<file path="config.mk">
export PLATFORM = sky130hd
export DESIGN_NAME = spm_pin_mux
export DESIGN_NICKNAME = d
export VERILOG_FILES = /design/src/rtl/spm_pkg.sv /design/src/rtl/spm_pad_cell.sv /design/src/rtl/spm_pin_mux.sv
export SDC_FILE = /design/constraint.sdc
export NUM_CORES = 1
export LEC_CHECK = 0
export ABC_AREA = 1
export BUFFER_PORTS_ARGS = -buffer_cell sky130_fd_sc_hd__buf_4
export CAP_MARGIN = 0
export CORE_MARGIN = 8
export CORE_UTILIZATION = 50
export CTS_CLUSTER_SIZE = 20
export DETAILED_ROUTE_END_ITERATION = 10
export PLACE_DENSITY = 0.82
export SLEW_MARGIN = 20
export SYNTH_ARGS = -nofsm -noshare
export SYNTH_HDL_FRONTEND = slang
export SYNTH_SLANG_ARGS = --single-unit
</file>
<file path="constraint.sdc">
create_clock -name clk -period 1.27 [get_ports clk]
set_clock_uncertainty 0.1 [all_clocks]
set_input_delay 0.3175 -clock clk [delete_from_list [all_inputs] [get_ports clk]]
set_output_delay 0.3175 -clock clk [all_outputs]
set_load 0.05 [all_outputs]
</file>
<file path="src/rtl/spm_pkg.sv">
// Purpose: shared constants and carriers for the shared pin function mux
// Assumes: fourteen shared pins, indexed as listed below
// Notes:   a set bit in a pin vector refers to the pin at that index
`default_nettype none
package spm_pkg;
  localparam int NPIN = 14;
  // pin indices and group widths
  localparam int IDX_B4  = 0;
  localparam int IDX_F0  = 1;
  localparam int NDATA   = 4;
  localparam int IDX_D0  = 5;
  localparam int NCS     = 6;
  localparam int IDX_E0  = 11;
  localparam int IDX_E1  = 12;
  localparam int IDX_D6  = 13;
  // reset values
  localparam logic [13:0] PER_RST  = 14'h381e;
  localparam logic [13:0] PUR_RST  = 14'h1fff;
  localparam logic [13:0] DIR_RST  = 14'h0000;
  localparam logic [13:0] DOUT_RST = 14'h0000;
  localparam logic        CSEL_RST = 1'b0;
  // pull-up bit with inverted sense (set turns the pull-up off)
  localparam logic [13:0] PUR_INV  = 14'h2000;

  typedef enum logic {SPM_CS_ADDR, SPM_CS_PRESC} spm_clk_sel_t;

  typedef struct packed {
    logic [13:0]  per;
    logic [13:0]  pur;
    logic [13:0]  dir;
    logic [13:0]  dout;
    spm_clk_sel_t clk_sel;
  } spm_cfg_t;

  typedef struct packed {
    logic       bus_drive_hold_bit;
    logic       bus_active;
    logic       address_line_20;
    logic       presc_clk;
    logic [3:0] data_out;
    logic       data_oe;
    logic [5:0] cs_b;
    logic       serial0_tx;
    logic       serial1_tx;
  } spm_per_t;
endpackage : spm_pkg
`default_nettype wire

</file>
<file path="src/rtl/spm_pad_cell.sv">
// Purpose: one shared pin: function select, registered drive, input sync
// Assumes: pad_in is asynchronous to clk
// Notes:   oe_b low means the pin is driven
`default_nettype none
module spm_pad_cell (
  // clock and reset
  input  wire logic clk,
  input  wire logic rst_b,
  input  wire logic ce,
  // function select and sources
  input  wire logic sel_per,
  input  wire logic per_out,
  input  wire logic per_oe,
  input  wire logic gpio_dir,
  input  wire logic gpio_out,
  input  wire logic pu_on,
  // pin side
  input  wire logic pad_in,
  output var  logic pad_out_q,
  output var  logic pad_oe_b_q,
  output var  logic pad_pu_q,
  output var  logic in_sync_q
);
  logic meta_q;
  wire  out_d  = sel_per ? per_out : gpio_out;
  wire  oe_b_d = sel_per ? ~per_oe : ~gpio_dir;

  // during reset: output off, pull-up on
  always_ff @(posedge clk or negedge rst_b) begin
    if (!rst_b) begin
      pad_out_q  <= 1'b0;
      pad_oe_b_q <= 1'b1;
      pad_pu_q   <= 1'b1;
    end else if (ce) begin
      pad_out_q  <= out_d;
      pad_oe_b_q <= oe_b_d;
      pad_pu_q   <= pu_on;
    end
  end

  always_ff @(posedge clk or negedge rst_b) begin
    if (!rst_b) begin
      meta_q    <= 1'b0;
      in_sync_q <= 1'b0;
    end else if (ce) begin
      meta_q    <= pad_in;
      in_sync_q <= meta_q;
    end
  end
endmodule // spm_pad_cell
`default_nettype wire

</file>
<file path="src/rtl/spm_pin_mux.sv">
// Purpose: function, drive and pull-up control of the shared pins
// Assumes: cfg_wr is a one-cycle pulse from logic on clk
// Notes:   pad outputs follow their sources one enabled clock later
//
// Contract
// - port B line 4 leaves reset as GPIO input, pull-up on.
// - clearing port B pull-up bit 4 turns its pull-up off.
// - with peripheral enabled, clock select picks address 20 or prescaler.
// - drive bit low and bus idle floats address 20.
// - data lines 7-10 off with pull-up in reset, data bus afterwards.
// - drive bit low and bus idle floats data lines 7-10.
// - clearing port F pull-up bit n turns line n pull-up off.
// - port D lines 0-5 leave reset as GPIO, chip selects optional.
// - drive bit low and bus idle floats chip selects 2-7.
// - clearing port D pull-up bit n turns line n pull-up off.
// - serial 0 transmit off in reset, then serial; bit 0 pull-up.
// - serial 0 receive input in reset, then serial; bit 1 pull-up.
// - serial 1 transmit default; setting port D bit 6 removes pull-up.
// - each GPIO line has its own direction.
`default_nettype none
module spm_pin_mux (
  // clock and reset
  input  wire logic                clk,
  input  wire logic                rst_b,
  input  wire logic                ce,
  // configuration
  input  wire logic                cfg_wr,
  input  wire spm_pkg::spm_cfg_t   cfg_wdata,
  output var  spm_pkg::spm_cfg_t   cfg_q,
  // peripheral sources
  input  wire spm_pkg::spm_per_t   per_in,
  output var  logic                serial0_rx,
  // pins
  input  wire logic [13:0]         pad_in,
  output var  logic [13:0]         pad_out,
  output var  logic [13:0]         pad_oe_b,
  output var  logic [13:0]         pad_pu,
  output var  logic [13:0]         gpio_in
);
  ////////////////////////////////////////////////////////////////////////////
  // configuration state
  always_ff @(posedge clk or negedge rst_b) begin
    if (!rst_b) begin
      cfg_q.per     <= spm_pkg::PER_RST;
      cfg_q.pur     <= spm_pkg::PUR_RST;
      cfg_q.dir     <= spm_pkg::DIR_RST;
      cfg_q.dout    <= spm_pkg::DOUT_RST;
      cfg_q.clk_sel <= spm_pkg::spm_clk_sel_t'(spm_pkg::CSEL_RST);
    end else if (ce && cfg_wr) begin
      cfg_q <= cfg_wdata;
    end
  end

  ////////////////////////////////////////////////////////////////////////////
  // peripheral drive selection
  function automatic logic pu_from_bit(input logic b, input logic inv);
    pu_from_bit = inv ? ~b : b;
  endfunction

  logic [13:0] per_out_w;
  logic [13:0] per_oe_w;
  logic [13:0] pu_w;
  wire         emi_float = ~per_in.bus_drive_hold_bit & ~per_in.bus_active;
  wire         presc_on  = cfg_q.clk_sel == spm_pkg::SPM_CS_PRESC;

  assign per_out_w[spm_pkg::IDX_B4] =
    presc_on ? per_in.presc_clk : per_in.address_line_20;
  assign per_oe_w[spm_pkg::IDX_B4]  = presc_on | ~emi_float;
  assign per_out_w[spm_pkg::IDX_F0 +: spm_pkg::NDATA] = per_in.data_out;
  assign per_oe_w[spm_pkg::IDX_F0 +: spm_pkg::NDATA] =
    {spm_pkg::NDATA{per_in.data_oe & ~emi_float}};
  assign per_out_w[spm_pkg::IDX_D0 +: spm_pkg::NCS] = per_in.cs_b;
  assign per_oe_w[spm_pkg::IDX_D0 +: spm_pkg::NCS] =
    {spm_pkg::NCS{~emi_float}};
  assign per_out_w[spm_pkg::IDX_E0] = per_in.serial0_tx;
  assign per_oe_w[spm_pkg::IDX_E0]  = 1'b1;
  assign per_out_w[spm_pkg::IDX_E1] = 1'b0;
  assign per_oe_w[spm_pkg::IDX_E1]  = 1'b0;
  assign per_out_w[spm_pkg::IDX_D6] = per_in.serial1_tx;
  assign per_oe_w[spm_pkg::IDX_D6]  = 1'b1;

  ////////////////////////////////////////////////////////////////////////////
  // pad cells
  for (genvar i = 0; i < spm_pkg::NPIN; i++) begin : g_pad
    assign pu_w[i] = pu_from_bit(cfg_q.pur[i], spm_pkg::PUR_INV[i]);
    spm_pad_cell u_pad (
      .clk        (clk),
      .rst_b      (rst_b),
      .ce         (ce),
      .sel_per    (cfg_q.per[i]),
      .per_out    (per_out_w[i]),
      .per_oe     (per_oe_w[i]),
      .gpio_dir   (cfg_q.dir[i]),
      .gpio_out   (cfg_q.dout[i]),
      .pu_on      (pu_w[i]),
      .pad_in     (pad_in[i]),
      .pad_out_q  (pad_out[i]),
      .pad_oe_b_q (pad_oe_b[i]),
      .pad_pu_q   (pad_pu[i]),
      .in_sync_q  (gpio_in[i])
    );
  end

  assign serial0_rx = gpio_in[spm_pkg::IDX_E1];

  ////////////////////////////////////////////////////////////////////////////
  // checks
  localparam int B4 = spm_pkg::IDX_B4;
  localparam int F0 = spm_pkg::IDX_F0;
  localparam int D0 = spm_pkg::IDX_D0;
  localparam int E0 = spm_pkg::IDX_E0;
  localparam int E1 = spm_pkg::IDX_E1;
  localparam int D6 = spm_pkg::IDX_D6;
endmodule // spm_pin_mux
`default_nettype wire

</file>
Word level (Yosys, flattened, before mapping)
Index checks and enable logic that the tools add are counted.

Word-level logic and storage cells: 128. Input bits: 92. Output and inout bits: 114. Bits in registers: 127.

Reduce and logical (&&, ||, !) cells: 1. Bitwise gates (word level): 23. Muxes and demuxes: 29.

Operator list (number): $mux W1 (29); $not A1 Y1 (20); $and A1 B1 Y1 (2); $logic_and A1 B1 Y1 (1); $or A1 B1 Y1 (1).

Logic depth before layout (Yosys ltp)
Depth after elaboration: 6. Depth in mapped cells: 6. Depth with buffers taken out: 5.

Cells and area by module
From an unflattened synthesis, not the netlist that was laid out.

Cell total of the unflattened synthesis: 652. Area, all modules: 5429.0 um2.

By module, submodules not included: spm_pad_cell (sequential area each 127.6 um2, times used 14, cells an instance 27, area each 215.2 um2); spm_pin_mux (sequential area each 1451.4 um2, times used 1, cells an instance 274, area each 2416.1 um2).

Worst setup path after synthesis
Ideal clock, no wire load.

Path kind: reg2out. Start: reg g_pad[12].u_pad.in_sync_q. End: out gpio_in[12]. Cell stages (with the launch flop): 2. Arrival: 0.904 ns. Required time: 0.852 ns. Path slack: -0.051 ns. Path buffers: 1. Cell sequence: dfrtp_1 -> buf_4.

RTL lines: from (decl) (RTL line spm_pad_cell.sv:22) `output var logic in_sync_q`; from (signal assigned) (RTL line spm_pad_cell.sv:47) `in_sync_q <= meta_q;`; to (decl) (RTL line spm_pin_mux.sv:38) `output var logic [13:0] gpio_in`.

No word-level cell between the ends.

Final worst setup path
Start: reg g_pad[2].u_pad.pad_pu_q. End: out pad_pu[2].

RTL lines: from (decl) (RTL line spm_pad_cell.sv:21) `output var logic pad_pu_q,`; from (signal assigned) (RTL line spm_pad_cell.sv:37) `pad_pu_q <= pu_on;`; to (decl) (RTL line spm_pin_mux.sv:37) `output var logic [13:0] pad_pu,`.

No word-level cell between the ends.

==> metrics.yaml <==
path_max_fanout: 2
instances_no_fill: 1039
ys_warn_count: 0
min_path_type: "in -> reg"
power_leakage_nw: 4.62
cp.required_ns: 0.85
viasPerCell: 4.97
grt_max_degree: 62
post-route-min-period_ns: 1.54
fin_crit_sh_pct: 121
path_class: "reg -> out"
crit_cells: 1
grt_usage_pct: 22.6
vias: 5159
drive_gt1_share_pct: 43.6
die_area_sq_um: 15700
rsz0062_at_grt: "true"
seq_area_frac_synth_pct: 54.1
hpwl_mm: 10.9
syn_inst: 692
tns_ns: -19.43
worstMarginPinSlew_ns: 0.267
outcome: "finished, violations left"
hold_viol: 0
cp_slowest_cell: "dfstp_2"
failed_checks: "negative setup slack"
ant_nets: 0
path_buf_inv: 1
cts_num_sinks: 127
cts_htree_levels: 4
wl_per_cell_microns: 17.1
final_area_sq_um: 8830
antenna_found_initial: 0
grt_pass1_wl_mm: 28.1
crit_family: "flip-flops"
io_buffers: 205
p_per_area_nw_per_um2: 1690
max_stage_delay_ns: 0.56
route.detailed.drc: 0
placed_cell_area_sq_um: 6960
die_w_microns: 125
fmax_ghz: 0.649
dp_slack_ns: 0.0186
synthesis.area_sq_um: 5990
synthToLayoutAreaGrowth_pct: 47.4
synth_fp_nets: 784
core_region_area_sq_um: 11900
setup_viol: 114
insertedDiodeCount: 0
drt_iter0_drc: 385
total_power_mw: 14.9
synth.avg_cell_area_sq_um: 8.66
r2r_cells: 5
drv_slew: 0
dpl.cell_count: 920
ys_seq_elements: 127
endpoint_kind: "output port"
max-cap-violations: 0
drt-pass1-iter-count: 4
path_cells: "buf_8"
dieHeight_microns: 125
io_pins: 206
layout_commonest_cell: "nand2_1"
nets: 971
fin_util_pct: 74.5
cts_buffers: 17
hold_depth: 3
cts-root-buf: "clkbuf_16"
clkTransAtPathRegs_ns: 0.06
worstPathArrival_ns: 1.12
final_cell_mix: "nand2_1, buf_4, dfrtp_1"
ys_types: 16
globalplace.congestion: 0.787
cts_tree: "yes"
routed_wl_mm: 17.8
grt_pass1_vias: 5409
globalRouteOverflowTotal: 0
clockBufferDepth: 2
setup_ws_ns: -0.270
max_slew_margin_pct: 82.2
start_kind: "flop"
ir_worst_vdd_mv: 1.03
clk_latency_ns: 0.41
start_util_pct: 50.5
worst_hold_slack_ns: 0.0179
rows: 40
-- path summary, 6_finish.rpt --
check	endpoint	startpoint	slack, ns
hold reg to reg	g_pad[0].u_pad.meta_q	g_pad[0].u_pad.meta_q	0.37
min in group asynchronous	cfg_q[53]	rst_b	0.23
setup / recovery	pad_pu[2]	g_pad[2].u_pad.pad_pu_q	-0.27
setup reg to reg	g_pad[11].u_pad.pad_out_q	cfg_q[54]	0.06
max in group asynchronous	cfg_q[34]	rst_b	0.27
hold / removal	g_pad[6].u_pad.meta_q	pad_in[6]	0.02
-- cell usage after synthesis --
| cell | instances | area (sq um) |
|---|---|---|
| inv_2 | 1 | 3.75 |
| dfstp_2 | 48 | 1260 |
| o21ai_0 | 13 | 65.1 |
| nand2_4 | 1 | 11.3 |
| nand3_1 | 45 | 225 |
| buf_2 | 21 | 105 |
| nand2_1 | 248 | 931 |
| nor2_1 | 52 | 195 |
| dfrtp_1 | 79 | 1980 |
| a31oi_1 | 1 | 6.26 |
| buf_6 | 1 | 11.3 |
| buf_4 | 122 | 916 |
| o31ai_1 | 2 | 15.0 |
| a21oi_1 | 28 | 140 |
| o21ai_1 | 12 | 60.1 |
| inv_1 | 18 | 67.6 |
-- timing repair --
item,CTS,global route
gates cloned,0,0
setup endpoints to repair,114,114
hold buffers,5,0
setup buffers,58,24
pin swaps,0,0
hold endpoints to repair,85,0
resized for setup,162,0
-- layout make-up --
class | instances | area, sq um
Tap cell | 147 | 184
Sequential cell | 127 | 3240
Timing Repair Buffer | 312 | 3090
Inverter | 19 | 71.3
Clock inverter | 12 | 143
Clock buffer | 20 | 457
Multi-Input combinational cell | 402 | 1650
Fill cell | 742 | 3030
-- where the power goes --
| part | total (mW) | internal [mW] | switching [mW] | leakage (nW) |
|---|---|---|---|---|
| registers | 5.16 | 4.72 | 0.443 | 1.46 |
| clock network | 4.91 | 3.16 | 1.74 | 0.291 |
| logic | 4.82 | 1.99 | 2.83 | 2.87 |
-- state kept, by name, indices dropped and copies added, names as in the netlist --
name	cells
cfg_q	56
g_pad.u_pad.in_sync_q	14
g_pad.u_pad.meta_q	14
g_pad.u_pad.pad_oe_b_q	14
g_pad.u_pad.pad_out_q	14
g_pad.u_pad.pad_pu_q	14
presc_on	1
-- routing by layer --
metal / track usage (%) / up-vias / part of all wire [%]
met5: 0 / - / 0
met3: 7.01 / 43 / 6.2
met2: 40.9 / 204 / 55
met4: 12.1 / 0 / 3.6
li1: - / 2416 / -
met1: 22.6 / 2496 / 35
-- logic make-up after synthesis --
logic type	share of synthesized area, %
AOI/OAI and AO/OA	4.78
DFF	54.1
and+or+nand+nor	22.7
buffers and inverters	18.4
(Power assumes the default switching activity.)
